### src/include/ppg_consts.svh
`ifndef PPG_CONSTS_SVH
`define PPG_CONSTS_SVH
// Mode field code selecting the pulse generator
`define PPG_MODE_PULSE  2'h2
// Reset value of the channel mode register
`define PPG_MODE_RST    8'h00
// Reset value of counter and compare registers
`define PPG_BYTE_RST    8'h00
// Width of the source clock prescaler
`define PPG_DIV_W       11
// Number of timer channels
`define PPG_NUM_CH      2
`endif

### src/include/ppg_pkg.sv
`include "ppg_consts.svh"
package ppg_pkg;
  // Channel mode register layout, msb first
  typedef struct packed {
    logic [1:0] mode_field;           // Operating mode
    logic [2:0] clock_select_field;   // Source clock tap
    logic       event_input_select;   // Must stay zero here
    logic       buffer_enable;        // Double buffer on
    logic       initial_level_select; // Idle pin level
  } ppg_mode_t;

  // One channel's software write port
  typedef struct packed {
    logic       duty_wr;  // Write duty compare
    logic       cycle_wr; // Write cycle compare
    logic       mode_wr;  // Write channel mode
    logic [7:0] data;     // Write data
  } ppg_wr_t;

  // One channel's readback
  typedef struct packed {
    logic [7:0] duty;  // Duty compare readback
    logic [7:0] cycle; // Cycle compare readback
    logic [7:0] count; // Up counter value
  } ppg_rd_t;
endpackage : ppg_pkg

### src/logic/ppg_pulse_gen.sv
`timescale 1ns/1ps
`include "ppg_consts.svh"
module ppg_pulse_gen #(
  parameter int NUM_CH = `PPG_NUM_CH, // Channel count
  parameter int DIV_W  = `PPG_DIV_W   // Prescaler width
) (
  input  wire logic                     i_clk_sys,
  input  wire logic                     i_rst_n,
  input  wire ppg_pkg::ppg_wr_t [1:0]   i_wr,
  input  wire logic [1:0]               i_channel_run,
  input  wire logic                     i_cascade_select,
  input  wire logic                     i_output_and_select,
  output logic [1:0]                    o_pulse_output_pin,
  output logic [1:0]                    o_channel_interrupt,
  output ppg_pkg::ppg_mode_t [1:0]      o_channel_mode_reg,
  output ppg_pkg::ppg_rd_t [1:0]        o_rd
);

  // Free running prescaler shared by both channels
  logic [DIV_W-1:0] pre_r;
  logic [DIV_W-1:0] pre_nxt;

  // Divider taps, index is the clock select code
  wire  [7:0]       taps;

  // Per channel state
  ppg_pkg::ppg_mode_t [1:0] mode_r;     // Channel mode register
  logic [1:0][7:0]  cnt_r;              // Up counter
  logic [1:0][7:0]  duty_eff_r;         // Duty value in use
  logic [1:0][7:0]  duty_buf_r;         // Duty last written
  logic [1:0][7:0]  cyc_eff_r;          // Cycle value in use
  logic [1:0][7:0]  cyc_buf_r;          // Cycle last written
  logic [1:0]       duty_eq_prev_r;     // Duty equality last cycle
  logic [1:0]       cyc_eq_prev_r;      // Cycle equality last cycle
  logic [1:0]       out_r;              // Channel output level

  // Prescaler next value
  assign pre_nxt = pre_r + {{(DIV_W-1){1'b0}}, 1'b1};

  // Taps from slowest (code 0) to every cycle (code 7)
  assign taps = {1'b1,
                 &pre_r[0],
                 &pre_r[1:0],
                 &pre_r[3:0],
                 &pre_r[5:0],
                 &pre_r[7:0],
                 &pre_r[9:0],
                 &pre_r[10:0]};

  // Prescaler counter
  always_ff @(posedge i_clk_sys) begin
    if (!i_rst_n) begin
      pre_r <= '0;
    end else begin
      pre_r <= pre_nxt;
    end
  end

  genvar ch;
  generate
    for (ch = 0; ch < 2; ch = ch + 1) begin : g_ch
      // Decode of this channel's controls
      wire       run      = i_channel_run[ch];
      wire       pulse_md = (mode_r[ch].mode_field == `PPG_MODE_PULSE)
                            && !i_cascade_select;
      wire       active   = run && pulse_md;
      wire       tick     = active && taps[mode_r[ch].clock_select_field];
      wire       buf_on   = mode_r[ch].buffer_enable;
      wire       init_lvl = mode_r[ch].initial_level_select;
      // Writes go straight to the compare unless buffered and running
      wire       direct   = !run || !buf_on;
      // Equality is level; a match fires on its rising edge only
      wire       duty_eq  = (cnt_r[ch] == duty_eff_r[ch]);
      wire       cyc_eq   = (cnt_r[ch] == cyc_eff_r[ch]);
      wire       duty_hit = active && duty_eq && !duty_eq_prev_r[ch];
      wire       cyc_hit  = active && cyc_eq && !cyc_eq_prev_r[ch];
      wire [7:0] cnt_nxt  = cnt_r[ch] + 8'h01;

      // Mode register, locked while the channel runs
      always_ff @(posedge i_clk_sys) begin
        if (!i_rst_n) begin
          mode_r[ch] <= `PPG_MODE_RST;
        end else if (i_wr[ch].mode_wr && !run) begin
          mode_r[ch] <= i_wr[ch].data;
        end
      end

      // Up counter: cleared when stopped or on cycle match
      always_ff @(posedge i_clk_sys) begin
        if (!i_rst_n) begin
          cnt_r[ch] <= `PPG_BYTE_RST;
        end else if (!active) begin
          cnt_r[ch] <= `PPG_BYTE_RST;
        end else if (cyc_hit) begin
          cnt_r[ch] <= `PPG_BYTE_RST;
        end else if (tick) begin
          cnt_r[ch] <= cnt_nxt;
        end
      end

      // Equality history; a fresh equal write gives a new edge
      always_ff @(posedge i_clk_sys) begin
        if (!i_rst_n) begin
          duty_eq_prev_r[ch] <= 1'b0;
          cyc_eq_prev_r[ch]  <= 1'b0;
        end else if (!active) begin
          duty_eq_prev_r[ch] <= 1'b0;
          cyc_eq_prev_r[ch]  <= 1'b0;
        end else begin
          duty_eq_prev_r[ch] <= duty_eq;
          cyc_eq_prev_r[ch]  <= cyc_eq;
        end
      end

      // Duty compare buffer and effective value
      always_ff @(posedge i_clk_sys) begin
        if (!i_rst_n) begin
          duty_buf_r[ch] <= `PPG_BYTE_RST;
          duty_eff_r[ch] <= `PPG_BYTE_RST;
        end else if (i_wr[ch].duty_wr) begin
          duty_buf_r[ch] <= i_wr[ch].data;
          if (direct) begin
            duty_eff_r[ch] <= i_wr[ch].data;
          end else if (cyc_hit) begin
            duty_eff_r[ch] <= duty_buf_r[ch];
          end
        end else if (cyc_hit && buf_on) begin
          duty_eff_r[ch] <= duty_buf_r[ch];
        end
      end

      // Cycle compare buffer and effective value
      always_ff @(posedge i_clk_sys) begin
        if (!i_rst_n) begin
          cyc_buf_r[ch] <= `PPG_BYTE_RST;
          cyc_eff_r[ch] <= `PPG_BYTE_RST;
        end else if (i_wr[ch].cycle_wr) begin
          cyc_buf_r[ch] <= i_wr[ch].data;
          if (direct) begin
            cyc_eff_r[ch] <= i_wr[ch].data;
          end else if (cyc_hit) begin
            cyc_eff_r[ch] <= cyc_buf_r[ch];
          end
        end else if (cyc_hit && buf_on) begin
          cyc_eff_r[ch] <= cyc_buf_r[ch];
        end
      end

      // Channel output level and interrupt pulse
      always_ff @(posedge i_clk_sys) begin
        if (!i_rst_n) begin
          out_r[ch]               <= 1'b0;
          o_channel_interrupt[ch] <= 1'b0;
        end else begin
          o_channel_interrupt[ch] <= cyc_hit;
          if (!active) begin
            out_r[ch] <= init_lvl;
          end else if (cyc_hit) begin
            out_r[ch] <= init_lvl;
          end else if (duty_hit) begin
            out_r[ch] <= !init_lvl;
          end
        end
      end

      // Readback, buffered value when buffering is on
      always_ff @(posedge i_clk_sys) begin
        if (!i_rst_n) begin
          o_rd[ch] <= '0;
        end else begin
          o_rd[ch].duty  <= buf_on ? duty_buf_r[ch] : duty_eff_r[ch];
          o_rd[ch].cycle <= buf_on ? cyc_buf_r[ch] : cyc_eff_r[ch];
          o_rd[ch].count <= cnt_r[ch];
        end
      end
    end
  endgenerate

  // Mode readback copy
  always_ff @(posedge i_clk_sys) begin
    if (!i_rst_n) begin
      o_channel_mode_reg <= '0;
    end else begin
      o_channel_mode_reg <= mode_r;
    end
  end

  // Pins: second pin may carry the AND of both channels
  always_ff @(posedge i_clk_sys) begin
    if (!i_rst_n) begin
      o_pulse_output_pin <= 2'h0;
    end else begin
      o_pulse_output_pin[0] <= out_r[0];
      o_pulse_output_pin[1] <= i_output_and_select ?
                               (out_r[0] & out_r[1]) : out_r[1];
    end
  end

endmodule : ppg_pulse_gen

### config.mk
export PLATFORM = sky130hd
export DESIGN_NAME = ppg_pulse_gen
export DESIGN_NICKNAME = d
export VERILOG_FILES = /design/src/include/ppg_pkg.sv /design/src/logic/ppg_pulse_gen.sv
export VERILOG_INCLUDE_DIRS = /design/src /design/src/include
export SDC_FILE = /design/constraint.sdc
export NUM_CORES = 1
export LEC_CHECK = 0
export BUFFER_PORTS_ARGS = -buffer_cell sky130_fd_sc_hd__buf_2
export CAP_MARGIN = 10
export CORE_MARGIN = 10
export CORE_UTILIZATION = 42
export DETAILED_ROUTE_END_ITERATION = 10
export GPL_TIMING_DRIVEN = 0
export PLACE_DENSITY = 0.69
export SYNTH_ARGS = -nofsm -noshare
export SYNTH_HDL_FRONTEND = slang
export SYNTH_SLANG_ARGS = --single-unit
### constraint.sdc
create_clock -name i_clk_sys -period 1.7 [get_ports i_clk_sys]
set_input_delay 0.17 -clock i_clk_sys [delete_from_list [all_inputs] [get_ports i_clk_sys]]
set_output_delay 0.17 -clock i_clk_sys [all_outputs]
set_load 0.03 [all_outputs]
Yosys cells after proc, flatten, opt, wreduce, memory -nomap -nowiden
Index checks and enable logic that the tools add are counted.
- add/sub/neg operators: 3
- order comparisons: 2
- equal/unequal tests: 12
- multiplexer cells: 31
- bitwise logic cells: 4
- reduce and logical (&&, ||, !) cells: 49
- operator list (operator ; number):
    $mux W8 ; 20
    $eq A8 B8 Y1 ; 4
    $logic_and A1 B1 Y1 ; 18
    $ne A3 B1 Y1 const B ; 6
    $add A8 B1 Y8 const B ; 2
    $reduce_and A2 Y1 ; 7
    $add A11 B1 Y11 const B ; 1
    $logic_not A1 Y1 ; 11
    $reduce_and A11 Y1 ; 1
    $reduce_and A10 Y1 ; 1
    $mux W1 ; 9
    $lt A3 B4 Y1 const B ; 2
    $reduce_and A8 Y1 ; 1
    $reduce_bool A2 Y1 ; 4
    $bmux W1 S3 ; 2
    $reduce_and A6 Y1 ; 1
    $reduce_or A3 Y1 ; 2
    $eq A2 B2 Y1 const B ; 2
    $reduce_and A4 Y1 ; 1
    $not A1 Y1 ; 3
    $logic_or A1 B1 Y1 ; 2
    $and A1 B1 Y1 ; 1
- register bits after elaboration: 181
- input bits: 28
- output and inout bits: 68
- word-level logic and storage cells: 147

Logic depth before layout (Yosys ltp)
- depth in word-level cells: 8
- depth in mapped cells: 7
- gate-level depth less buffers: 6

Worst setup path after synthesis
Ideal clock, no wire load.
- kind: register -> register
- from: register pre_r[0]
- to: register cnt_r[14] (netlist name)
- library setup time: 0.074 ns
- arrival time: 1.704 ns
- required time: 1.626 ns
- slack: -0.078 ns
- stages on the path, launching flop included: 8
- path buffers: 1
- period minus slack after synthesis: 1.778 ns
- cells stage by stage: dfxtp_1 ha_1 nand3_1 nor2_2 a41oi_1 buf_2 or3_1 a21oi_1
- longest elaborated chain between the ends: 4
- elaborated cells on any way between the ends: 9
- those cells by class: 2 x mux; 7 x reduce/logical
- RTL lines (item ; line ; text):
    from (decl) ; ppg_pulse_gen.sv:20 ; logic [DIV_W-1:0] pre_r;
    from (signal assigned) ; ppg_pulse_gen.sv:55 ; pre_r <= pre_nxt;
    $reduce_and A11 Y1, or another cell as far along ; ppg_pulse_gen.sv:48 ; &pre_r[10:0]};
    $bmux W1 S3 * ; ppg_pulse_gen.sv:67 ; wire tick = active && taps[mode_r[ch].clock_select_field];
    $mux W1 (not written as such) * ; ppg_pulse_gen.sv:67 ;
    $logic_and A1 B1 Y1 * ; ppg_pulse_gen.sv:67 ;
    to (signal, indexed assignment) ; ppg_pulse_gen.sv:91 ; cnt_r[ch] <= `PPG_BYTE_RST;
    to (signal, indexed assignment) ; ppg_pulse_gen.sv:93 ; cnt_r[ch] <= `PPG_BYTE_RST;
    to (signal, indexed assignment) ; ppg_pulse_gen.sv:95 ; cnt_r[ch] <= `PPG_BYTE_RST;
    to (decl) ; ppg_pulse_gen.sv:28 ; logic [1:0][7:0] cnt_r;
Every way passes the cells marked *; elsewhere a longest branch is shown, timed or not. The select of a mux whose other input is x is not followed.
A chain may end at the register's enable or synchronous reset.

Worst setup path after layout
- from: register cnt_r[14] (netlist name)
- to: register cyc_eff_r[9] (netlist name)
- longest elaborated chain between the ends: 6
- elaborated cells on any way between the ends: 7
- those cells by class: 2 x eq/ne; 5 x reduce/logical
- RTL lines (item ; line ; text):
    $eq A8 B8 Y1 * ; ppg_pulse_gen.sv:74 ; wire cyc_eq = (cnt_r[ch] == cyc_eff_r[ch]);
    $logic_and A1 B1 Y1 * (2 in a row) ; ppg_pulse_gen.sv:76 ; wire cyc_hit = active && cyc_eq && !cyc_eq_prev_r[ch];
    $logic_and A1 B1 Y1 ; ppg_pulse_gen.sv:144 ; end else if (cyc_hit && buf_on) begin
    $reduce_bool A2 Y1 (no line) ; n/a ;
    $reduce_and A2 Y1 (no line) * ; n/a ;
    to (signal, indexed assignment) ; ppg_pulse_gen.sv:140 ; cyc_eff_r[ch] <= i_wr[ch].data;
    to (signal, indexed assignment) ; ppg_pulse_gen.sv:142 ; cyc_eff_r[ch] <= cyc_buf_r[ch];
    to (signal, indexed assignment) ; ppg_pulse_gen.sv:145 ; cyc_eff_r[ch] <= cyc_buf_r[ch];
    to (decl) ; ppg_pulse_gen.sv:31 ; logic [1:0][7:0] cyc_eff_r;
Every way passes the cells marked *; elsewhere a longest branch is shown, timed or not.

==> impl_metrics.ini <==
[final_layout]
diodes = 0
regMostFlops = o_rd
drive_gt1_share_pct = 27.9
area_delta_synth_final_pct = 28.2
n_fill_cell = 1502
layout_commonest_cell = dfxtp_1
largest_reg_flops = 48
layout_common_cells = dfxtp_1, mux2i_1, buf_2
nNetsFinal = 891
fin_area_um2 = 9440

[place]
gp_congestion = 0.841
dp_hpwl_um = 13500
place_area_um2 = 8160
place.port_buffers = 90

[sta]
maxSlewHeadroom_pct = 46.6
fmax_ghz = 0.571
tightest_slew_ps = 801
timing.final.hold_violations = 0
fin_crit_ps = 1750
worst_hold_slack_ps = 57.9
rsz0062_at_grt = yes
finalWorstSetupSlack_ps = -52.1
setup_viol = 31
tns_ps = -773
skew_ps = 11.5
period_share_pct = 103
slew_violations = 0

[synthesis]
avgSynthCellArea_um2 = 10.2
synth_compound_area_share_pct = 7.55
synth_xor_area_share_pct = 5.12
ys.flop_type = dfxtp_1
netlist_instances = 721
ys_types = 39
synth_mux_area_share_pct = 15.4
ys_seq_area_share_pct = 49.2
ys_ff_latch = 181
syn_area_um2 = 7360
yosys_warnings = 0
synthSimpleGateAreaFrac_pct = 19.1
synth_top_family_by_area = simple AND/OR/NAND/NOR gates
synth_fa_ha_area_share_pct = 0.510
synth_edf_count = 0
synth_nets = 752
async_reset_ff_share_pct = 0

[drt]
vias_per_cell = 5.09
drt_iter0_markers = 380
avgRoutedWirePerCell_um = 17.7
dr.pass1.iters = 5
drc = 0
via_count = 5594
drtAntennaViolNets = 0
routed_wl_um = 19400

[global_route]
grt_pass1_vias = 5521
grt_pass1_wl_um = 30300
antenna_found_initial = 0
track_usage_pct = 16.2
grt_max_degree = 19
grt-ovfl-total = 0

[setup_path]
critical_path.endpoint_type = flip-flop
r2r-end = cyc_eff_r[9]
setup.worst_path.start = cnt_r[14]
critPathLaunchType = flip-flop
crit_required_ps = 2020
arrival_ps = 2070
endpoint = cyc_eff_r[9]
r2r_start = cnt_r[14]
crit_path_max_fanout = 6
critPathKind = reg2reg
ff2ff_setup_slack_ps = -50
ff2ff_path_depth = 7

[outcome]
outcome = finished with violations
violations = negative setup slack

[cts]
cts_buffer_depth = 2
htree_num_levels = 4
clk_latency_ps = 450
cts-buffers-inserted = 17
cts_sinks = 181
clk_pin_slew_worst_paths_ps = 70
root_buffer = clkbuf_16
cts_tree = yes

[flow_run]
maxCapViolCount = 0

[power]
power_density_nw_per_um2 = 1000
ir_drop_mv = 0.758
intPower_uw = 6890
sequentialPowerShare_pct = 48.2
pwr-share-clk_pct = 41.7
power_frac_comb_pct = 10.1
p_leak_uw = 0.00415
power.switching_uw = 2550
swShare_pct = 27.0

[floorplan]
dieWidth_um = 152
chipHeight_um = 152
start_util_pct = 42.7
ioPinCount = 96
dieArea_um2 = 23200
fp.coreArea_um2 = 17200
num_rows = 48

[worst_hold_path]
hold_class = in2reg
## metal layers
layer  global-route usage, %  share of wire, %
met5                       0                 0
met4                    6.05               1.7
met2                    27.1                49
met1                    19.7                44
met3                    3.92               5.0
## stage by stage
stage          instances  util [%]  worst slack, ps  total power, uW
6_report            1098      54.7            -52.1             9440
5_1_grt             1098      54.7             -169             9760
4_1_cts             1082      52.6             -111             9420
3_5_place_dp        1036      47.4             -457             5490
3_3_place_gp        1036      47.4             -461             5480
2_1_floorplan        721         -            -52.5             5210
## power groups by stage
stage | Sequential, uW | Clock, uW | Combinational, uW
after floorplan | 4730 | 0 | 482
after global placement | 4650 | 0 | 830
after detailed placement | 4650 | 0 | 842
after CTS | 4550 | 3970 | 901
after global routing | 4570 | 4160 | 1030
final | 4550 | 3930 | 950
## cell type report
class	instances	area [um^2]	area share, %
plain buffers	38	226	2.40
clock buffers	17	425	4.51
clock inverters	15	164	1.74
inverters	7	26.3	0.278
multi-input cells	489	3860	41.0
flip-flops and latches	181	3680	39.0
well taps	225	282	2.98
repair buffers	126	772	8.18
## worst max-delay path, stage by stage, from the launching register on
cell     delay [ps]
dfxtp_2         370
xor2_1          180
nor4_4          260
buf_4           190
nand4_4         170
buf_12          190
mux2i_2         180
a21oi_1          80
## how the worst min path moves through the flow
stage / to / start / slack (ps) / depth (start not counted)
6_report: duty_buf_r[2] / i_wr[2] / 60 / 3
5_1_grt: duty_buf_r[2] / i_wr[2] / 80 / 3
4_1_cts: duty_buf_r[2] / i_wr[2] / 60 / 3
3_5_place_dp: o_pulse_output_pin[1] / i_output_and_select / 360 / 2
3_3_place_gp: o_pulse_output_pin[1] / i_output_and_select / 360 / 2
2_1_floorplan: o_pulse_output_pin[1] / i_output_and_select / 260 / 1
## cells by family (layout without fill, tap and decap cells)
group                      count (synthesis)  in the layout
DFF                                      181            181
adders and majority gates                  3              3
AOI/OAI and AO/OA                        103            103
and+or+nand+nor                          227            227
xor gates and xnor gates                  43             43
buffers and inverters                     51            203
muxes                                    113            113
## timing repair
action,CTS,global route
endpoints found under the setup margin,61,51
hold buffers,1,0
hold endpoints to repair,1,0
cloned,0,2
buffers inserted,18,15
pin swaps,15,39
gates resized for setup,43,67
## synth_stat cells, types with 3 or more instances
cell type,number,area share [%]
a21oi_1,46,3.1
or3_1,10,0.85
buf_6,4,0.61
and3_1,3,0.25
clkbuf_1,31,1.6
nand2b_1,3,0.25
nor2_1,15,0.76
nand3_1,13,0.88
nor2b_1,86,7.3
xor2_1,38,4.5
and2_1,46,3.9
buf_2,7,0.48
nand3b_1,4,0.41
o21ai_0,44,3.0
inv_1,7,0.36
nor4_1,4,0.34
nand4_1,3,0.25
mux2i_1,113,15
xnor2_1,5,0.59
nand2_1,23,1.2
dfxtp_1,181,49
ha_1,3,0.51
Note: power is estimated with default switching activity, not from simulation.
